File: src/trcoc_consts.svh
`ifndef TRCOC_CONSTS_SVH
`define TRCOC_CONSTS_SVH
`define TRCOC_WORD_W 16
`define TRCOC_ADDR_W 6
`define TRCOC_LAST_ADDR 6'h3f
`define TRCOC_FIFO_DEPTH 16
`define TRCOC_CLK_PERIOD_NS 5
`define TRCOC_OC_TIME_NS 80
`define TRCOC_OC_CYCLES (`TRCOC_OC_TIME_NS / `TRCOC_CLK_PERIOD_NS)
`define TRCOC_TOGX_W 4
`define TRCOC_FROMGX_W 5
`define TRCOC_CMD_IDLE 4'h0
`define TRCOC_CMD_ISOLATE 4'h1
`define TRCOC_CMD_CANCEL 4'h2
`define TRCOC_CMD_WRITE 4'h4
`define TRCOC_CMD_RELEASE 4'h8
`endif

File: src/trcoc_pkg.sv
`include "trcoc_consts.svh"
package trcoc_pkg;
   typedef enum {TRCOC_ST_POWERUP, TRCOC_ST_ISOLATE, TRCOC_ST_CANCEL, TRCOC_ST_BUFFER,
      TRCOC_ST_IDLE} trcoc_state_t;
   typedef struct packed {
      logic [`TRCOC_WORD_W-1:0] data;
      logic [`TRCOC_ADDR_W-1:0] addr;
   } trcoc_word_t;
   typedef struct packed {
      logic [`TRCOC_TOGX_W-1:0] cmd;
      logic [`TRCOC_WORD_W-1:0] data;
      logic [`TRCOC_ADDR_W-1:0] addr;
   } trcoc_togx_t;
endpackage

File: src/trcoc_fifo.sv
`timescale 1ns/1ps
module trcoc_fifo #(
   parameter int WIDTH = 22,
   parameter int DEPTH = 16
) (
   input wire logic clock_in,
   input wire logic clear_in,
   input wire logic [WIDTH-1:0] wr_data_in,
   input wire logic wr_valid_in,
   output logic wr_ready_out,
   output logic [WIDTH-1:0] rd_data_out,
   output logic rd_valid_out,
   input wire logic rd_ready_in
);
   localparam int AW = $clog2(DEPTH);
   logic [WIDTH-1:0] mem_reg [DEPTH];
   logic [AW-1:0] wr_ptr_reg;
   logic [AW-1:0] rd_ptr_reg;
   logic [AW:0] count_reg;
   logic do_wr;
   logic do_rd;
   assign wr_ready_out = (count_reg != (AW+1)'(DEPTH));
   assign rd_valid_out = (count_reg != '0);
   assign rd_data_out = mem_reg[rd_ptr_reg];
   assign do_wr = wr_valid_in && wr_ready_out;
   assign do_rd = rd_valid_out && rd_ready_in;
   always_ff @(posedge clock_in) begin
      if (do_wr) begin
         mem_reg[wr_ptr_reg] <= wr_data_in;
      end
   end
   always_ff @(posedge clock_in) begin
      if (clear_in) begin
         wr_ptr_reg <= '0;
         rd_ptr_reg <= '0;
         count_reg <= '0;
      end else begin
         if (do_wr) begin
            wr_ptr_reg <= (wr_ptr_reg == AW'(DEPTH-1)) ? '0 : wr_ptr_reg + 1'b1;
         end
         if (do_rd) begin
            rd_ptr_reg <= (rd_ptr_reg == AW'(DEPTH-1)) ? '0 : rd_ptr_reg + 1'b1;
         end
         if (do_wr && !do_rd) begin
            count_reg <= count_reg + 1'b1;
         end else if (do_rd && !do_wr) begin
            count_reg <= count_reg - 1'b1;
         end
      end
   end
endmodule

File: src/trcoc_top.sv
`timescale 1ns/1ps
`include "trcoc_consts.svh"
module trcoc_top import trcoc_pkg::*; #(
   parameter bit RX_PRESENT = 1'b1
) (
   input wire logic clock_in,
   input wire logic rstn_in,
   input wire logic soft_reset_in,
   input wire logic addr_rewind_in,
   input wire logic [`TRCOC_WORD_W-1:0] word_data_in,
   input wire logic write_all_in,
   output logic write_ready_out,
   input wire logic [`TRCOC_FROMGX_W-1:0] from_channel_in,
   output trcoc_togx_t to_channel_out,
   output logic [`TRCOC_ADDR_W-1:0] word_addr_out,
   output logic word_addr_strobe_out,
   output logic reconfig_done_out,
   output logic busy_out,
   output logic rx_isolate_out
);
   localparam int OC_CYC = (`TRCOC_OC_CYCLES < 1) ? 1 : `TRCOC_OC_CYCLES;
   trcoc_state_t state_reg;
   trcoc_state_t state_next;
   logic [4:0] oc_cnt_reg;
   logic oc_done_reg;
   logic [`TRCOC_ADDR_W-1:0] index_reg;
   logic clr;
   trcoc_word_t fifo_in;
   trcoc_word_t fifo_out;
   logic fifo_valid;
   logic fifo_ready;
   logic wr_ok;
   logic [`TRCOC_ADDR_W-1:0] index_adv;
   logic take;

   function automatic logic [`TRCOC_ADDR_W-1:0] next_index(
      input logic [`TRCOC_ADDR_W-1:0] idx);
      next_index = (idx == `TRCOC_LAST_ADDR) ? '0 : idx + 1'b1;
   endfunction

   assign clr = !rstn_in || soft_reset_in;
   assign index_adv = next_index(index_reg);
   assign fifo_in.data = word_data_in;
   assign fifo_in.addr = addr_rewind_in ? '0 : index_adv;
   // words are only written once cancellation is over
   assign wr_ok = (state_reg == TRCOC_ST_IDLE);
   // a word is taken only while ready is shown, so the user never loses or repeats one
   assign take = write_all_in && write_ready_out && fifo_ready;

   trcoc_fifo #(
      .WIDTH($bits(trcoc_word_t)),
      .DEPTH(`TRCOC_FIFO_DEPTH)
   ) u_fifo (
      .clock_in(clock_in),
      .clear_in(clr),
      .wr_data_in(fifo_in),
      .wr_valid_in(take),
      .wr_ready_out(fifo_ready),
      .rd_data_out(fifo_out),
      .rd_valid_out(fifo_valid),
      .rd_ready_in(wr_ok)
   );

   // cancellation state walk; soft reset restarts it unless already done
   always_comb begin
      state_next = state_reg;
      case (state_reg)
         TRCOC_ST_POWERUP: begin
            state_next = RX_PRESENT ? TRCOC_ST_ISOLATE : TRCOC_ST_IDLE;
         end
         TRCOC_ST_ISOLATE: begin
            state_next = TRCOC_ST_CANCEL;
         end
         TRCOC_ST_CANCEL: begin
            if (oc_cnt_reg == 5'(OC_CYC - 3)) begin
               state_next = TRCOC_ST_BUFFER;
            end
         end
         TRCOC_ST_BUFFER: begin
            state_next = TRCOC_ST_IDLE;
         end
         TRCOC_ST_IDLE: begin
            state_next = TRCOC_ST_IDLE;
         end
         default: begin
            state_next = TRCOC_ST_POWERUP;
         end
      endcase
   end

   always_ff @(posedge clock_in) begin
      if (!rstn_in) begin
         state_reg <= TRCOC_ST_POWERUP;
         oc_done_reg <= 1'b0;
      end else if (soft_reset_in) begin
         state_reg <= oc_done_reg ? TRCOC_ST_IDLE : TRCOC_ST_POWERUP;
      end else begin
         state_reg <= state_next;
         if (state_reg == TRCOC_ST_BUFFER) begin
            oc_done_reg <= 1'b1;
         end
      end
   end

   always_ff @(posedge clock_in) begin
      if (clr || state_reg != TRCOC_ST_CANCEL) begin
         oc_cnt_reg <= '0;
      end else begin
         oc_cnt_reg <= oc_cnt_reg + 1'b1;
      end
   end

   // busy covers OC_CYC cycles from the second cycle on
   always_ff @(posedge clock_in) begin
      if (clr) begin
         busy_out <= 1'b0;
         rx_isolate_out <= 1'b0;
      end else begin
         busy_out <= (state_next != TRCOC_ST_IDLE) && (state_next != TRCOC_ST_POWERUP);
         rx_isolate_out <= (state_next == TRCOC_ST_ISOLATE) ||
            (state_next == TRCOC_ST_CANCEL) || (state_next == TRCOC_ST_BUFFER);
      end
   end

   // index and write path
   always_ff @(posedge clock_in) begin
      if (clr) begin
         index_reg <= `TRCOC_LAST_ADDR;
      end else if (addr_rewind_in) begin
         // a word taken with the rewind already used address zero
         index_reg <= take ? '0 : `TRCOC_LAST_ADDR;
      end else if (take) begin
         index_reg <= index_adv;
      end
   end

   always_ff @(posedge clock_in) begin
      if (clr) begin
         to_channel_out <= '0;
         word_addr_out <= '0;
         word_addr_strobe_out <= 1'b0;
         reconfig_done_out <= 1'b0;
         write_ready_out <= 1'b0;
      end else begin
         write_ready_out <= fifo_ready && (state_next == TRCOC_ST_IDLE);
         to_channel_out.cmd <= (state_reg == TRCOC_ST_ISOLATE) ? `TRCOC_CMD_ISOLATE :
            (state_reg == TRCOC_ST_CANCEL) ? `TRCOC_CMD_CANCEL :
            (state_reg == TRCOC_ST_BUFFER) ? `TRCOC_CMD_RELEASE :
            (fifo_valid && wr_ok) ? `TRCOC_CMD_WRITE : `TRCOC_CMD_IDLE;
         to_channel_out.data <= fifo_out.data;
         to_channel_out.addr <= fifo_out.addr;
         word_addr_strobe_out <= 1'b0;
         if (fifo_valid && wr_ok) begin
            word_addr_out <= next_index(fifo_out.addr);
            word_addr_strobe_out <= 1'b1;
            if (fifo_out.addr == '0) begin
               reconfig_done_out <= 1'b0;
            end
            if (fifo_out.addr == `TRCOC_LAST_ADDR) begin
               reconfig_done_out <= 1'b1;
            end
         end else if (addr_rewind_in) begin
            word_addr_out <= '0;
         end
      end
   end
endmodule

File: config.mk
export PLATFORM = sky130hd
export DESIGN_NAME = trcoc_top
export DESIGN_NICKNAME = d
export VERILOG_FILES = /design/src/trcoc_pkg.sv /design/src/trcoc_fifo.sv /design/src/trcoc_top.sv
export VERILOG_INCLUDE_DIRS = /design/src
export SDC_FILE = /design/constraint.sdc
export NUM_CORES = 1
export LEC_CHECK = 0
export ABC_CLOCK_PERIOD_IN_PS = 6300
export BUFFER_PORTS_ARGS = -buffer_cell sky130_fd_sc_hd__buf_2
export CORE_MARGIN = 4
export CORE_UTILIZATION = 40
export DETAILED_ROUTE_END_ITERATION = 6
export GPL_TIMING_DRIVEN = 0
export SLEW_MARGIN = 10
export SYNTH_ARGS = -nofsm -noshare
export SYNTH_HDL_FRONTEND = slang
export SYNTH_HIERARCHICAL = 1
export SYNTH_SLANG_ARGS = --single-unit
File: constraint.sdc
create_clock -name clock_in -period 6.3 [get_ports clock_in]
set_input_delay 1.26 -clock clock_in [delete_from_list [all_inputs] [get_ports clock_in]]
set_output_delay 1.26 -clock clock_in [all_outputs]
set_load 0.005 [all_outputs]
# Yosys cells after proc, flatten, opt, wreduce, memory -nomap -nowiden

Memory sizes are Yosys's and may differ from the RTL's. A register that Yosys moved wholly into a read port is not among the register bits.
Cells that the tools add are included.

Register bits after elaboration: 94
Bits in writable memories: 352
Output and inout port bits: 37
Word-level logic and storage cells: 104
Memories: 1

Add/subtract/negate cells: 7
Eq/ne operators: 20
Multiplexer cells: 27
Bitwise logic cells: 1
Reductions and logical operators: 29

Memories:

| name           | depth | bits a word | read ports | clocked after Yosys merged registers in | wr ports | RTL line         | RTL |
|---|---|---|---|---|---|---|---|
| u_fifo.mem_reg | 16    | 22          | 1          | 1                                       | 1        | trcoc_fifo.sv:16 | `logic [WIDTH-1:0] mem_reg [DEPTH];` |

Operator list:

| kind                                                                   | number |
|---|---|
| 32-bit by 3-bit equality test with 1-bit output, second input constant | 5 |
| 32-bit by 2-bit equality test with 1-bit output, second input constant | 4 |
| 32-bit one-hot mux with 4 select lines                                 | 1 |
| 32-bit by 4-bit equality test with 1-bit output, second input constant | 2 |
| 32-bit two-way mux                                                     | 2 |
| 6-bit two-way mux                                                      | 8 |
| 32-bit by 1-bit equality test with 1-bit output, second input constant | 1 |
| 32-bit zero test                                                       | 1 |
| 32-bit by 3-bit != test with 1-bit output, second input constant       | 1 |
| 32-bit by 4-bit != test with 1-bit output, second input constant       | 1 |
| 32-bit nonzero test                                                    | 1 |
| 4-bit two-way mux                                                      | 5 |
| 6-bit by 1-bit adder with 6-bit output, second input constant          | 2 |
| 6-bit equality test, second input constant                             | 2 |
| 5-bit by 1-bit adder with 5-bit output, second input constant          | 2 |
| 5-bit two-way mux                                                      | 2 |
| 4-bit by 1-bit adder with 4-bit output, second input constant          | 2 |
| 4-bit equality test, second input constant                             | 2 |
| 1-bit logical AND                                                      | 8 |
| 2-bit nonzero test                                                     | 4 |
| 6-bit zero test                                                        | 1 |
| 1-bit two-way mux                                                      | 6 |
| 3-bit two-way mux                                                      | 2 |
| 5-bit by 4-bit equality test with 1-bit output, second input constant  | 1 |
| 11 further kinds                                                       | 18 |

# Logic depth before layout (Yosys ltp)

Gate-level depths: netlist of run 1.

Depth after elaboration: 7
Mapped depth: 13
Mapped depth without buffers: 12

# By module

The synthesis of run 1 kept the hierarchy.

Modules (own cells, without submodules):

| module     | times used | cells each | area each (um^2) | sequential area each (um^2) |
|---|---|---|---|---|
| trcoc_fifo | 1          | 648        | 14234.9          | 10910.5 |
| trcoc_top  | 1          | 240        | 2721.4           | 1621.6 |

# Least setup slack after synthesis of run 1

Ideal clock, no wire load.

Path kind: input-to-reg
Start: input write_all_in
End: memory u_fifo.mem_reg[0][0] (enable)
Arrival time: 3.710 ns
Path slack: 2.161 ns
Cell stages on the path: 5
Buffers on the path: 0
Cell sequence: nand3_1 > inv_1 > a21boi_2 > nand2_1 > nor3_1

Cells in the longest elaborated chain, start to end: 5

RTL lines:

| element                                 | RTL line         | RTL |
|---|---|---|
| start, declared                         | trcoc_top.sv:11  | `input wire logic write_all_in,` |
| 1-bit logical AND (2 in a row)          | trcoc_top.sv:48  | `assign take = write_all_in && write_ready_out && fifo_ready;` |
| named net take                          | trcoc_top.sv:34  | `logic take;` |
| 1-bit logical AND                       | trcoc_fifo.sv:25 | `assign do_wr = wr_valid_in && wr_ready_out;` |
| named net u_fifo.do_wr                  | trcoc_fifo.sv:20 | `logic do_wr;` |
| 1-bit two-way mux                       | trcoc_fifo.sv:28 | `if (do_wr) begin` |
| 1-bit two-way mux (not written as such) | trcoc_fifo.sv:29 | `mem_reg[wr_ptr_reg] <= wr_data_in;` |
| end, declared                           | trcoc_fifo.sv:16 |  |

The timed path passes the listed nets, and every way through them passes these cells.

# Worst setup path after layout of run 1

Start: input write_all_in
End: memory u_fifo.mem_reg[2][19] (enable)

The elaborated chain is that of the path after synthesis.

==> key figures, run 1 <==
Die
  – Die ar.: 45700 µm²
  – DIE HEIGHT: 214 µm
  – Chip width: 214 µm
  – Core area: 41900 µm²
  – Initial Utilization: 40.4%
  – IO Count: 63
  – Rows: 75

Place
  – I/O Buffers: 57
  – Final Wtd Congestion: 0.744
  – Placed cells: 1536
  – Dpl cell area: 18600 µm²
  – Hpwl dp: 23.6 mm
  – Post-Place Worst Slack: 1.93 ns

Synth
  – FF+latch count, synth: 450
  – Post-synthesis adder-cell area fraction: 1.15%
  – Synth Area in Compound Gates: 4.45%
  – Share of the synthesized area in the top cell type: 62.3%
  – Cells after Synth: 888
  – Number of flops mapped to enable cells by yosys: 352
  – Average cell area after synthesis: 19.1 µm²
  – Largest area contributor in the netlist: edfxtp_1
  – Top FF cell, synth: edfxtp_1
  – Largest family of logic cells by synthesized area: multiplexers
  – Synth Cell Area: 17000 µm²
  – Netlist cell types: 59
  – Post-synth ARST share: 0%
  – Synth Warn #: 6
  – Post-synthesis sequential area ratio: 73.9%
  – Synth Area in XOR/XNOR: 0.723%
  – Fraction of the mapped netlist area in simple logic gates: 5.82%
  – Post-synthesis mux area share: 12.3%
  – Largest cells by area after synthesis: edfxtp_1, mux4_2, dfxtp_1

Timing
  – Fin. Hold Viols: 0
  – Final worst slack: 2.50 ns
  – Relative slew slack: 26.7%
  – RSZ-0062 raised after global routing: false
  – Final setup TNS: 0 ns
  – Fmax: 0.263 GHz
  – Max-slew violations: 0
  – Skew final: 0.0264 ns
  – Minimum clock period: 3.80 ns
  – Slew @ Worst Pin: 1.10 ns
  – Hold Slack: 0.454 ns
  – Setup violators final: 0
  – Period utilisation layout: 60.4%

Power
  – Clock power frac: 45.1%
  – Reg power frac: 54.0%
  – P_int: 0.00480 W
  – Psw: 0.00113 W
  – Logic pwr share: 0.9%
  – Power density cells: 295 nW/µm²
  – Leakage: 6.67 nW
  – Max VDD drop: 0.221 mV
  – Switch share: 19.1%

Setup path
  – Crit. End Element: flip-flop
  – Reg2reg setup slack: 2.54 ns
  – CP max stage delay: 0.85 ns
  – Startpoint types: input port
  – Buf/Inv on CP: 4
  – CP max stage cell: nor3_2
  – Req. time, crit path: 6.54 ns
  – Cells along the critical path: buf_2 -> nand3_1 -> inv_1 -> a21boi_2 -> nand2_1 -> nor3_2 -> buf_8 -> buf_4
  – Crit Path Max Fanout: 9
  – Worst path top cell family by delay: simple AND/OR/NAND/NOR gates
  – Crit Path Category: in2reg
  – Worst Path Arrival: 4.04 ns

Hold path
  – Hold crit path type: reg2reg

Clock tree
  – Clk slew on worst S/H paths: 0.06 ns
  – # hold bufs at CTS: 0
  – CTS sink cnt: 450
  – Worst-Skew Late Latency: 0.56 ns
  – Clk root buf: clkbuf_16
  – CTS tree: built
  – CTS Buf Count: 45
  – # Post-CTS Setup Buffers: 0
  – H-tree depth: 2
  – Cts repair resizes: 0
  – Clock Path Buffers: 3

Layout
  – Final instance area: 20100 µm²
  – Area grow syn2layout: 18.4%
  – Most frequent cells in the layout: edfxtp_1, dfxtp_1, mux4_2
  – Fillers: 3401
  – Layout Cells excl Fill: 1621
  – Commonest non-fill, non-tap cell in the layout: edfxtp_1
  – Largest register FFs: 352
  – Share of cells above drive strength 1: 29.5%
  – # nets final: 1085

GRT
  – First-pass GRT wire length: 55.0 mm
  – Gr usage total: 16.3%
  – Pin count of the biggest net entering global routing: 23
  – Grt ovf: 0
  – Initial antenna violation count: 2
  – Vias in the first global route: 8710

Drt
  – Vias: 8509
  – Final ANT Viol Nets: 0
  – Post-DR vias/cell: 5.25
  – Residual DRC count: 0
  – Pre-antenna DRT Iters: 5
  – Final WL: 36.6 mm
  – Avg WL per Cell: 22.6 µm
  – 1st-iter DRT viols: 633

Job
  – MaxCap Viol Count: 0

Outcome
  – Outcome: complete, no violations
## power by group through the flow
stage	clock, W	combinational [W]	sequential [W]
2_1_floorplan	0	0.0000124	0.00327
3_3_place_gp	0	0.0000501	0.00327
3_5_place_dp	0	0.0000517	0.00327
4_1_cts	0.00276	0.0000520	0.00320
5_1_grt	0.00289	0.0000584	0.00320
6_report	0.00268	0.0000505	0.00320
## area by class of cell
class	instances	area [µm²]	area share [%]
multi-input combinational	418	4380	21.8
timing repair buffer	81	706	3.52
buffer	38	230	1.15
antenna	2	5.00	0.0249
tap	539	674	3.36
clock inverter	18	183	0.910
clock buffer	65	1330	6.61
inverter	10	37.5	0.187
sequential	450	12500	62.4
## per-layer routing
metal  part of all wire, %  GRT usage [%]  vias to the layer above
li1                      -              -                     3852
met1                    42           21.6                     4421
met2                    51           27.9                      179
met3                   4.5           2.93                       55
met4                   2.2           4.44                        2
met5                 0.027              0                        -
## cells by family after synthesis
family	count (synthesis)
muxes	99
and+or+nand+nor	174
xor gates and xnor gates	14
buffers and inverters	48
adders and majority gates	15
AOI/OAI and AO/OA	87
other	1
DFF	450
## Yosys cell counts (11+ instances only)
cell type / number
a21oi_1: 11
clkbuf_1: 20
nand3_1: 14
nand2_1: 44
dfxtp_1: 98
ha_1: 14
and2_1: 23
mux4_2: 88
edfxtp_1: 352
nor3_1: 11
a22oi_2: 20
nor2_1: 37
a22oi_1: 24
## path summary, 6_finish.rpt
path	endpoint	startpoint	cells after the start
min reg2reg	word_addr_out[3]	word_addr_out[3]	2
min	word_addr_out[3]	word_addr_out[3]	2
max	u_fifo/mem_reg[2][19]	write_all_in	8
max reg2reg	u_fifo/mem_reg[2][19]	u_fifo/count_reg[0]	9
## through the flow
| stage | utilization (%) | total power, W |
|---|---|---|
| after global routing | 47.8 | 0.00615 |
| final | 47.9 | 0.00593 |
| after global placement | 43.0 | 0.00332 |
| after floorplan | - | 0.00328 |
| after CTS | 47.8 | 0.00602 |
| after detailed placement | 44.2 | 0.00332 |
## worst register-to-register path: stages, from the launching register on
cell      delay [ns]
dfxtp_1         0.45
nor4_1          0.16
nand2_1         0.13
nand3_1         0.31
inv_1           0.33
a21boi_2        0.44
nand2_1         0.34
nor3_2          0.85
buf_8           0.24
buf_4           0.21
(Power assumes the default switching activity.)
==> run 2: changes to the inputs <==
--- a/config.mk
+++ b/config.mk
@@ -6,7 +6,7 @@
 export SDC_FILE = /design/constraint.sdc
 export NUM_CORES = 1
 export LEC_CHECK = 0
-export ABC_CLOCK_PERIOD_IN_PS = 6300
+export ABC_CLOCK_PERIOD_IN_PS = 3100
 export BUFFER_PORTS_ARGS = -buffer_cell sky130_fd_sc_hd__buf_2
 export CORE_MARGIN = 4
 export CORE_UTILIZATION = 40
==> constraint.sdc (replaced) <==
create_clock -name clock_in -period 3.1 [get_ports clock_in]
set_input_delay 0.62 -clock clock_in [delete_from_list [all_inputs] [get_ports clock_in]]
set_output_delay 0.62 -clock clock_in [all_outputs]
set_load 0.005 [all_outputs]
==> run 2 against run 1 <==
Power increased by 96%. Flip-flop and latch count did not move. Core utilization increased by 0.071 points. Sequential power up 100%. Via count is 1.7% higher. Hold slack got worse by 0.14 ns. Cell area up 0.15%. First-iteration DRC count grew 0.95%. Critical path depth grew 3. Die area did not move. Clock power increased by 87%. Largest cell class unchanged. Largest power group unchanged.
==> key figures, run 2 (same netlist as run 1, synthesis figures left out) <==
Layout
  – Most frequent cells in the layout: edfxtp_1, dfxtp_1, mux4_2 (unchanged)
  – Fillers: 3429 (was 3401)
  – Largest register FFs: 352 (unchanged)
  – Share of cells above drive strength 1: 29.9% (was 29.5%)
  – # nets final: 1085 (unchanged)
  – Area grow syn2layout: 18.6% (was 18.4%)
  – Multi-input logic area: 4490 µm² (was 4380 µm²)
  – Register area: 12500 µm² (about the same)
  – Commonest non-fill, non-tap cell in the layout: edfxtp_1 (unchanged)
  – Ant diodes: 0 (was 2)

Die
  – Core area: 41900 µm² (unchanged)
  – DIE HEIGHT: 214 µm (unchanged)
  – Chip width: 214 µm (unchanged)
  – Die ar.: 45700 µm² (unchanged)
  – IO Count: 63 (unchanged)
  – Rows: 75 (unchanged)
  – Initial Utilization: 40.4% (unchanged)

Clock tree
  – CTS Buf Count: 44 (was 45)
  – Worst-Skew Late Latency: 0.55 ns (was 0.56 ns)
  – CTS sink cnt: 450 (unchanged)
  – CTS tree: built (unchanged)
  – Clk slew on worst S/H paths: 0.06 ns (about the same)
  – H-tree depth: 2 (unchanged)
  – Clk root buf: clkbuf_16 (unchanged)
  – Clock Path Buffers: 3 (unchanged)

Hold path
  – Hold EP: state_reg[2] (was word_addr_out[3])
  – Hold_sp: rstn_in (was word_addr_out[3])
  – Worst hold path cell count: 2 (unchanged)
  – Hold crit path type: in2reg (was reg2reg)

GRT
  – Gr usage total: 16.0% (was 16.3%)
  – Grt ovf: 0 (unchanged)
  – Pin count of the biggest net entering global routing: 22 (was 23)
  – Vias in the first global route: 8843 (was 8710)
  – Initial antenna violation count: 1 (was 2)
  – First-pass GRT wire length: 54.8 mm (was 55.0 mm)

Timing
  – RSZ-0062 raised after global routing: true (was false)
  – Relative slew slack: 19.6% (was 26.7%)
  – Fin. Hold Viols: 0 (unchanged)
  – Max-slew violations: 0 (unchanged)
  – Skew final: 0.00872 ns (was 0.0264 ns)
  – Hold Slack: 0.314 ns (was 0.454 ns)
  – Fmax: 0.337 GHz
  – Period utilisation layout: 95.8%
  – Setup violators final: 0 (unchanged)
  – Minimum clock period: 2.97 ns
  – Slew @ Worst Pin: 1.21 ns (was 1.10 ns)

Setup path
  – FF-to-FF Start: state_reg[9] (was u_fifo/count_reg[0])
  – Crit Path Category: reg2reg (was in2reg)
  – Startpoint types: flip-flop (was input port)
  – Crit path launch: state_reg[9] (was write_all_in)
  – Worst Path Arrival: 3.41 ns (was 4.04 ns)
  – Reg2reg setup slack: 0.13 ns (was 2.54 ns)
  – Worst r2r dst: u_fifo/count_reg[4] (was u_fifo/mem_reg[2][19])
  – Crit. End Element: flip-flop (unchanged)
  – Req. time, crit path: 3.53 ns (was 6.54 ns)
  – Crit Path Max Fanout: 10 (was 9)
  – Reg2reg path depth: 11 (was 9)

Drt
  – 1st-iter DRT viols: 639 (was 633)
  – Vias: 8651 (was 8509)
  – Pre-antenna DRT Iters: 4 (was 5)
  – Final ANT Viol Nets: 0 (unchanged)
  – Residual DRC count: 0 (unchanged)
  – Post-DR vias/cell: 5.35 (was 5.25)
  – Avg WL per Cell: 22.5 µm (was 22.6 µm)
  – Final WL: 36.4 mm (was 36.6 mm)

Place
  – I/O Buffers: 57 (unchanged)
  – Hpwl dp: 23.1 mm (was 23.6 mm)
  – Final Wtd Congestion: 0.741 (was 0.744)

Power
  – Total power: 0.0116 W (was 0.00593 W)
  – Leakage: 6.53 nW (was 6.67 nW)
  – Max VDD drop: 0.321 mV (was 0.221 mV)
  – Power density cells: 578 nW/µm² (was 295 nW/µm²)

Outcome
  – Outcome: complete, no violations (unchanged)

Job
  – MaxCap Viol Count: 0 (unchanged)
## run 2: changes by cell type in the layout (fill, tap and decap cells not counted), sizes merged
cell | previous run | this run
diode | 2 | 0
clkbuf | 85 | 73
clkinv | 12 | 19
inv | 11 | 12
clkinvlp | 2 | 6
bufinv | 3 | 2
## run 2: how the worst max path moves through the flow
stage / depth (start not counted) / slack (ns) / end
3_5_place_dp: 12 / -0.61 / u_fifo/count_reg[4]
2_1_floorplan: 12 / 0.07 / u_fifo/count_reg[4]
4_1_cts: 13 / 0.003 / u_fifo/count_reg[4]
5_1_grt: 11 / -0.02 / u_fifo/count_reg[4]
6_report: 11 / 0.13 / u_fifo/count_reg[4]
3_3_place_gp: 7 / -1.54 / u_fifo/mem_reg[12][10]
## run 2: final cells by class
class / instances / share of cell area, %
flip-flops and latches: 450 / 62.3
multi-input cells: 418 / 22.4
clock buffers: 52 / 5.73
repair buffers: 83 / 3.88
well taps: 539 / 3.35
plain buffers: 37 / 1.14
clock inverters: 29 / 0.977
inverters: 10 / 0.212
## run 2: metal layers
layer,wire (µm),global-route usage [%],vias to the layer above
li1,-,-,3850
met1,15700,21.8,4561
met2,18400,27.3,188
met3,1690,2.81,50
met4,574,3.53,2
met5,13,0,-
## run 2: worst max-delay path, stage by stage (launching register included)
cell and delay, ns:
dfxtp_1 0.30, nor4_2 0.32, nand4_2 0.20, or2_4 0.31, buf_6 0.16, nor2_4 0.14, o21ai_4 0.10, ha_2 0.32
clkbuf_1 0.35, nor2_1 0.10, a31oi_1 0.22, mux2_2 0.35
## run 2: through the flow
step	TNS, ns	setup WS, ns	area (µm²)	std cells	utilization (%)
6_report	0	0.129	20100	1618	47.9
5_1_grt	-0.0176	-0.0176	20100	1618	47.9
4_1_cts	0	0.00292	20000	1616	47.8
3_5_place_dp	-29.01	-0.613	18600	1531	44.3
3_3_place_gp	-466.99	-1.54	18000	1512	43.0
2_1_floorplan	0	0.0699	17100	916	-
## run 2: report_power, final
part	total [W]	switching (W)	internal, W	leakage [nW]
clock network	0.00500	0.00217	0.00282	0.647
registers	0.00651	0.0000116	0.00650	3.96
logic	0.000105	0.0000813	0.0000241	1.92
## run 2: repair_timing
item / in CTS / in global routing
endpoints found under the setup margin: 155 / 4
resized for setup: 11 / 11
hold buffers: 0 / 0
buffers inserted: 4 / 3
pin swaps: 5 / 5
==> run 3: changes to the inputs <==
--- a/config.mk
+++ b/config.mk
@@ -12,6 +12,7 @@
 export CORE_UTILIZATION = 40
 export DETAILED_ROUTE_END_ITERATION = 6
 export GPL_TIMING_DRIVEN = 0
+export MAX_ROUTING_LAYER = met4
 export SLEW_MARGIN = 10
 export SYNTH_ARGS = -nofsm -noshare
 export SYNTH_HDL_FRONTEND = slang
==> run 3 against run 2 <==
Cell area hardly changed. Die area stayed put. Clock power hardly changed. Flip-flop and latch count stayed put. Clock skew hardly changed. Power hardly changed. Largest power group unchanged. Critical path depth stayed put. Sequential share of layout area hardly changed.
==> key figures, run 3 (same netlist as run 1, synthesis figures left out) <==
Outcome
  – Outcome: complete, no violations (unchanged)

Drt
  – Vias: 8617 (was 8651)
  – Final WL: 36.3 mm (was 36.4 mm)
  – Pre-antenna DRT Iters: 4 (unchanged)
  – Residual DRC count: 0 (unchanged)
  – 1st-iter DRT viols: 677 (was 639)
  – Avg WL per Cell: 22.4 µm (was 22.5 µm)
  – Final ANT Viol Nets: 0 (unchanged)
  – Post-DR vias/cell: 5.32 (was 5.35)

Die
  – Initial Utilization: 40.4% (unchanged)
  – Chip width: 214 µm (unchanged)
  – Die ar.: 45700 µm² (unchanged)
  – Rows: 75 (unchanged)
  – IO Count: 63 (unchanged)
  – Core area: 41900 µm² (unchanged)
  – DIE HEIGHT: 214 µm (unchanged)

Clock tree
  – CTS sink cnt: 450 (unchanged)
  – Clk root buf: clkbuf_16 (unchanged)
  – CTS tree: built (unchanged)
  – CTS Buf Count: 44 (unchanged)
  – Worst-Skew Late Latency: 0.55 ns (about the same)
  – H-tree depth: 2 (unchanged)
  – Clock Path Buffers: 3 (unchanged)
  – # hold bufs at CTS: 0 (unchanged)
  – Clk slew on worst S/H paths: 0.06 ns (about the same)

Timing
  – Setup violators final: 0 (unchanged)
  – RSZ-0062 raised after global routing: true (unchanged)
  – Period utilisation layout: 95.9% (was 95.8%)
  – Fin. Hold Viols: 0 (unchanged)
  – Fmax: 0.337 GHz (about the same)
  – Skew final: 0.00871 ns (was 0.00872 ns)
  – Minimum clock period: 2.97 ns (about the same)
  – Max-slew violations: 0 (unchanged)
  – Final setup TNS: 0 ns (unchanged)
  – Slew @ Worst Pin: 1.18 ns (was 1.21 ns)
  – Relative slew slack: 21.7% (was 19.6%)

Power
  – Max VDD drop: 0.321 mV (about the same)
  – Power density cells: 578 nW/µm² (about the same)
  – Leakage: 6.53 nW (unchanged)
  – Switch share: 19.5% (about the same)
  – Reg power frac: 56.1% (about the same)
  – P_int: 0.00935 W (about the same)
  – Psw: 0.00227 W (about the same)
  – Logic pwr share: 0.9% (about the same)
  – Clock power frac: 43.0% (about the same)

Hold path
  – Hold_sp: rstn_in (unchanged)
  – Hold EP: state_reg[2] (unchanged)
  – Hold crit path type: in2reg (unchanged)
  – Worst hold path cell count: 2 (unchanged)

GRT
  – First-pass GRT wire length: 54.8 mm (about the same)
  – Grt ovf: 0 (unchanged)
  – Vias in the first global route: 8819 (was 8843)
  – Gr usage total: 16.5% (was 16.0%)
  – Pin count of the biggest net entering global routing: 22 (unchanged)
  – Initial antenna violation count: 1 (unchanged)

Setup path
  – Cells along the critical path: nor4_2 -> nand4_2 -> or2_4 -> buf_6 -> nor2_4 -> o21ai_4 -> ha_2 -> clkbuf_1 -> nor2_1 -> a31oi_1 -> mux2_2 (unchanged)
  – FF-to-FF Start: state_reg[9] (unchanged)
  – CP max stage delay: 0.35 ns (about the same)
  – CP max stage cell: clkbuf_1 (unchanged)
  – Crit Path Max Fanout: 10 (unchanged)
  – Startpoint types: flip-flop (unchanged)
  – Worst Path Arrival: 3.41 ns (about the same)
  – Crit. End Element: flip-flop (unchanged)
  – Reg2reg setup slack: 0.13 ns (about the same)
  – Worst r2r dst: u_fifo/count_reg[4] (unchanged)
  – Reg2reg path depth: 11 (unchanged)
  – Crit Path Category: reg2reg (unchanged)
  – Req. time, crit path: 3.53 ns (about the same)

Place
  – Hpwl dp: 23.1 mm (unchanged)
  – Final Wtd Congestion: 0.750 (was 0.741)
  – I/O Buffers: 57 (unchanged)
  – Dpl cell area: 18600 µm² (unchanged)

Layout
  – # nets final: 1085 (unchanged)
  – Register area: 12500 µm² (unchanged)
  – Fillers: 3428 (was 3429)
  – Util after Layout: 47.9% (about the same)
  – Final instance area: 20100 µm² (about the same)
  – Area grow syn2layout: 18.6% (about the same)
  – Multi-input logic area: 4490 µm² (unchanged)
  – Share of cells above drive strength 1: 29.9% (unchanged)
  – Commonest non-fill, non-tap cell in the layout: edfxtp_1 (unchanged)
  – Largest register FFs: 352 (unchanged)
  – Most frequent cells in the layout: edfxtp_1, dfxtp_1, mux4_2 (unchanged)

Job
  – MaxCap Viol Count: 0 (unchanged)
==> run 3: changes by cell type in the layout (fill, tap and decap cells not counted) <==
cell / delta
diode_2: +1
==> run 3: area by class of cell <==
class                           instances  share of cell area (%)
Multi-Input combinational cell        418                    22.3
Tap cell                              539                    3.35
Inverter                               10                   0.212
Clock buffer                           52                    5.73
Sequential cell                       450                    62.3
Timing Repair Buffer                   83                    3.88
Antenna cell                            1                  0.0124
Buffer                                 37                    1.14
Clock inverter                         29                   0.977
==> run 3: power by group through the flow <==
stage | Sequential, W | Combinational, W | Clock, W
after floorplan | 0.00664 | 0.0000254 | 0
after global placement | 0.00664 | 0.000103 | 0
after detailed placement | 0.00664 | 0.000108 | 0
after CTS | 0.00651 | 0.000108 | 0.00514
after global routing | 0.00651 | 0.000121 | 0.00541
final | 0.00651 | 0.000105 | 0.00500
==> run 3: critical path: cells and delay by family (launching register included) <==
family / cells / cell delay, ns
buffers and inverters: 2 / 0.51
AO/OA/AOI/OAI: 2 / 0.32
flip-flops: 1 / 0.30
adder cells (fa/ha/maj): 1 / 0.32
AND/OR/NAND/NOR: 5 / 1.07
multiplexers: 1 / 0.35
==> run 3: routing by layer <==
layer  global-route usage, %  wire (µm)
met4                    3.53        569
met5                       -          0
met3                    2.75       1590
met2                    27.3      18500
met1                    21.9      15700
==> run 3: what timing repair did <==
action                                 4_1_cts  5_1_grt
pin swaps                                    5        5
buffers inserted                             4        3
setup endpoints to repair                  155        4
endpoints found under the hold margin        0        0
resized for setup                           11       11
==> run 3: per-stage QoR <==
step / hold slack [ns] / power (W) / setup slack (ns) / std cells
floorplan: 0.442 / 0.00667 / 0.0699 / 916
global route: 0.303 / 0.0120 / -0.0188 / 1619
CTS: 0.283 / 0.0118 / 0.00292 / 1616
detailed placement: 0.457 / 0.00675 / -0.613 / 1531
global placement: 0.451 / 0.00674 / -1.54 / 1512
finish: 0.311 / 0.0116 / 0.128 / 1619
==> run 3: worst max-delay path by stage <==
stage,from,to,slack (ns),depth (start not counted)
after floorplan,u_fifo/count_reg[0],u_fifo/count_reg[4],0.07,12
final,state_reg[9],u_fifo/count_reg[4],0.13,11
after global placement,u_fifo/count_reg[0],u_fifo/mem_reg[12][10],-1.54,7
after CTS,state_reg[16],u_fifo/count_reg[4],0.003,13
after detailed placement,u_fifo/count_reg[0],u_fifo/count_reg[4],-0.61,12
after global routing,state_reg[9],u_fifo/count_reg[4],-0.02,11
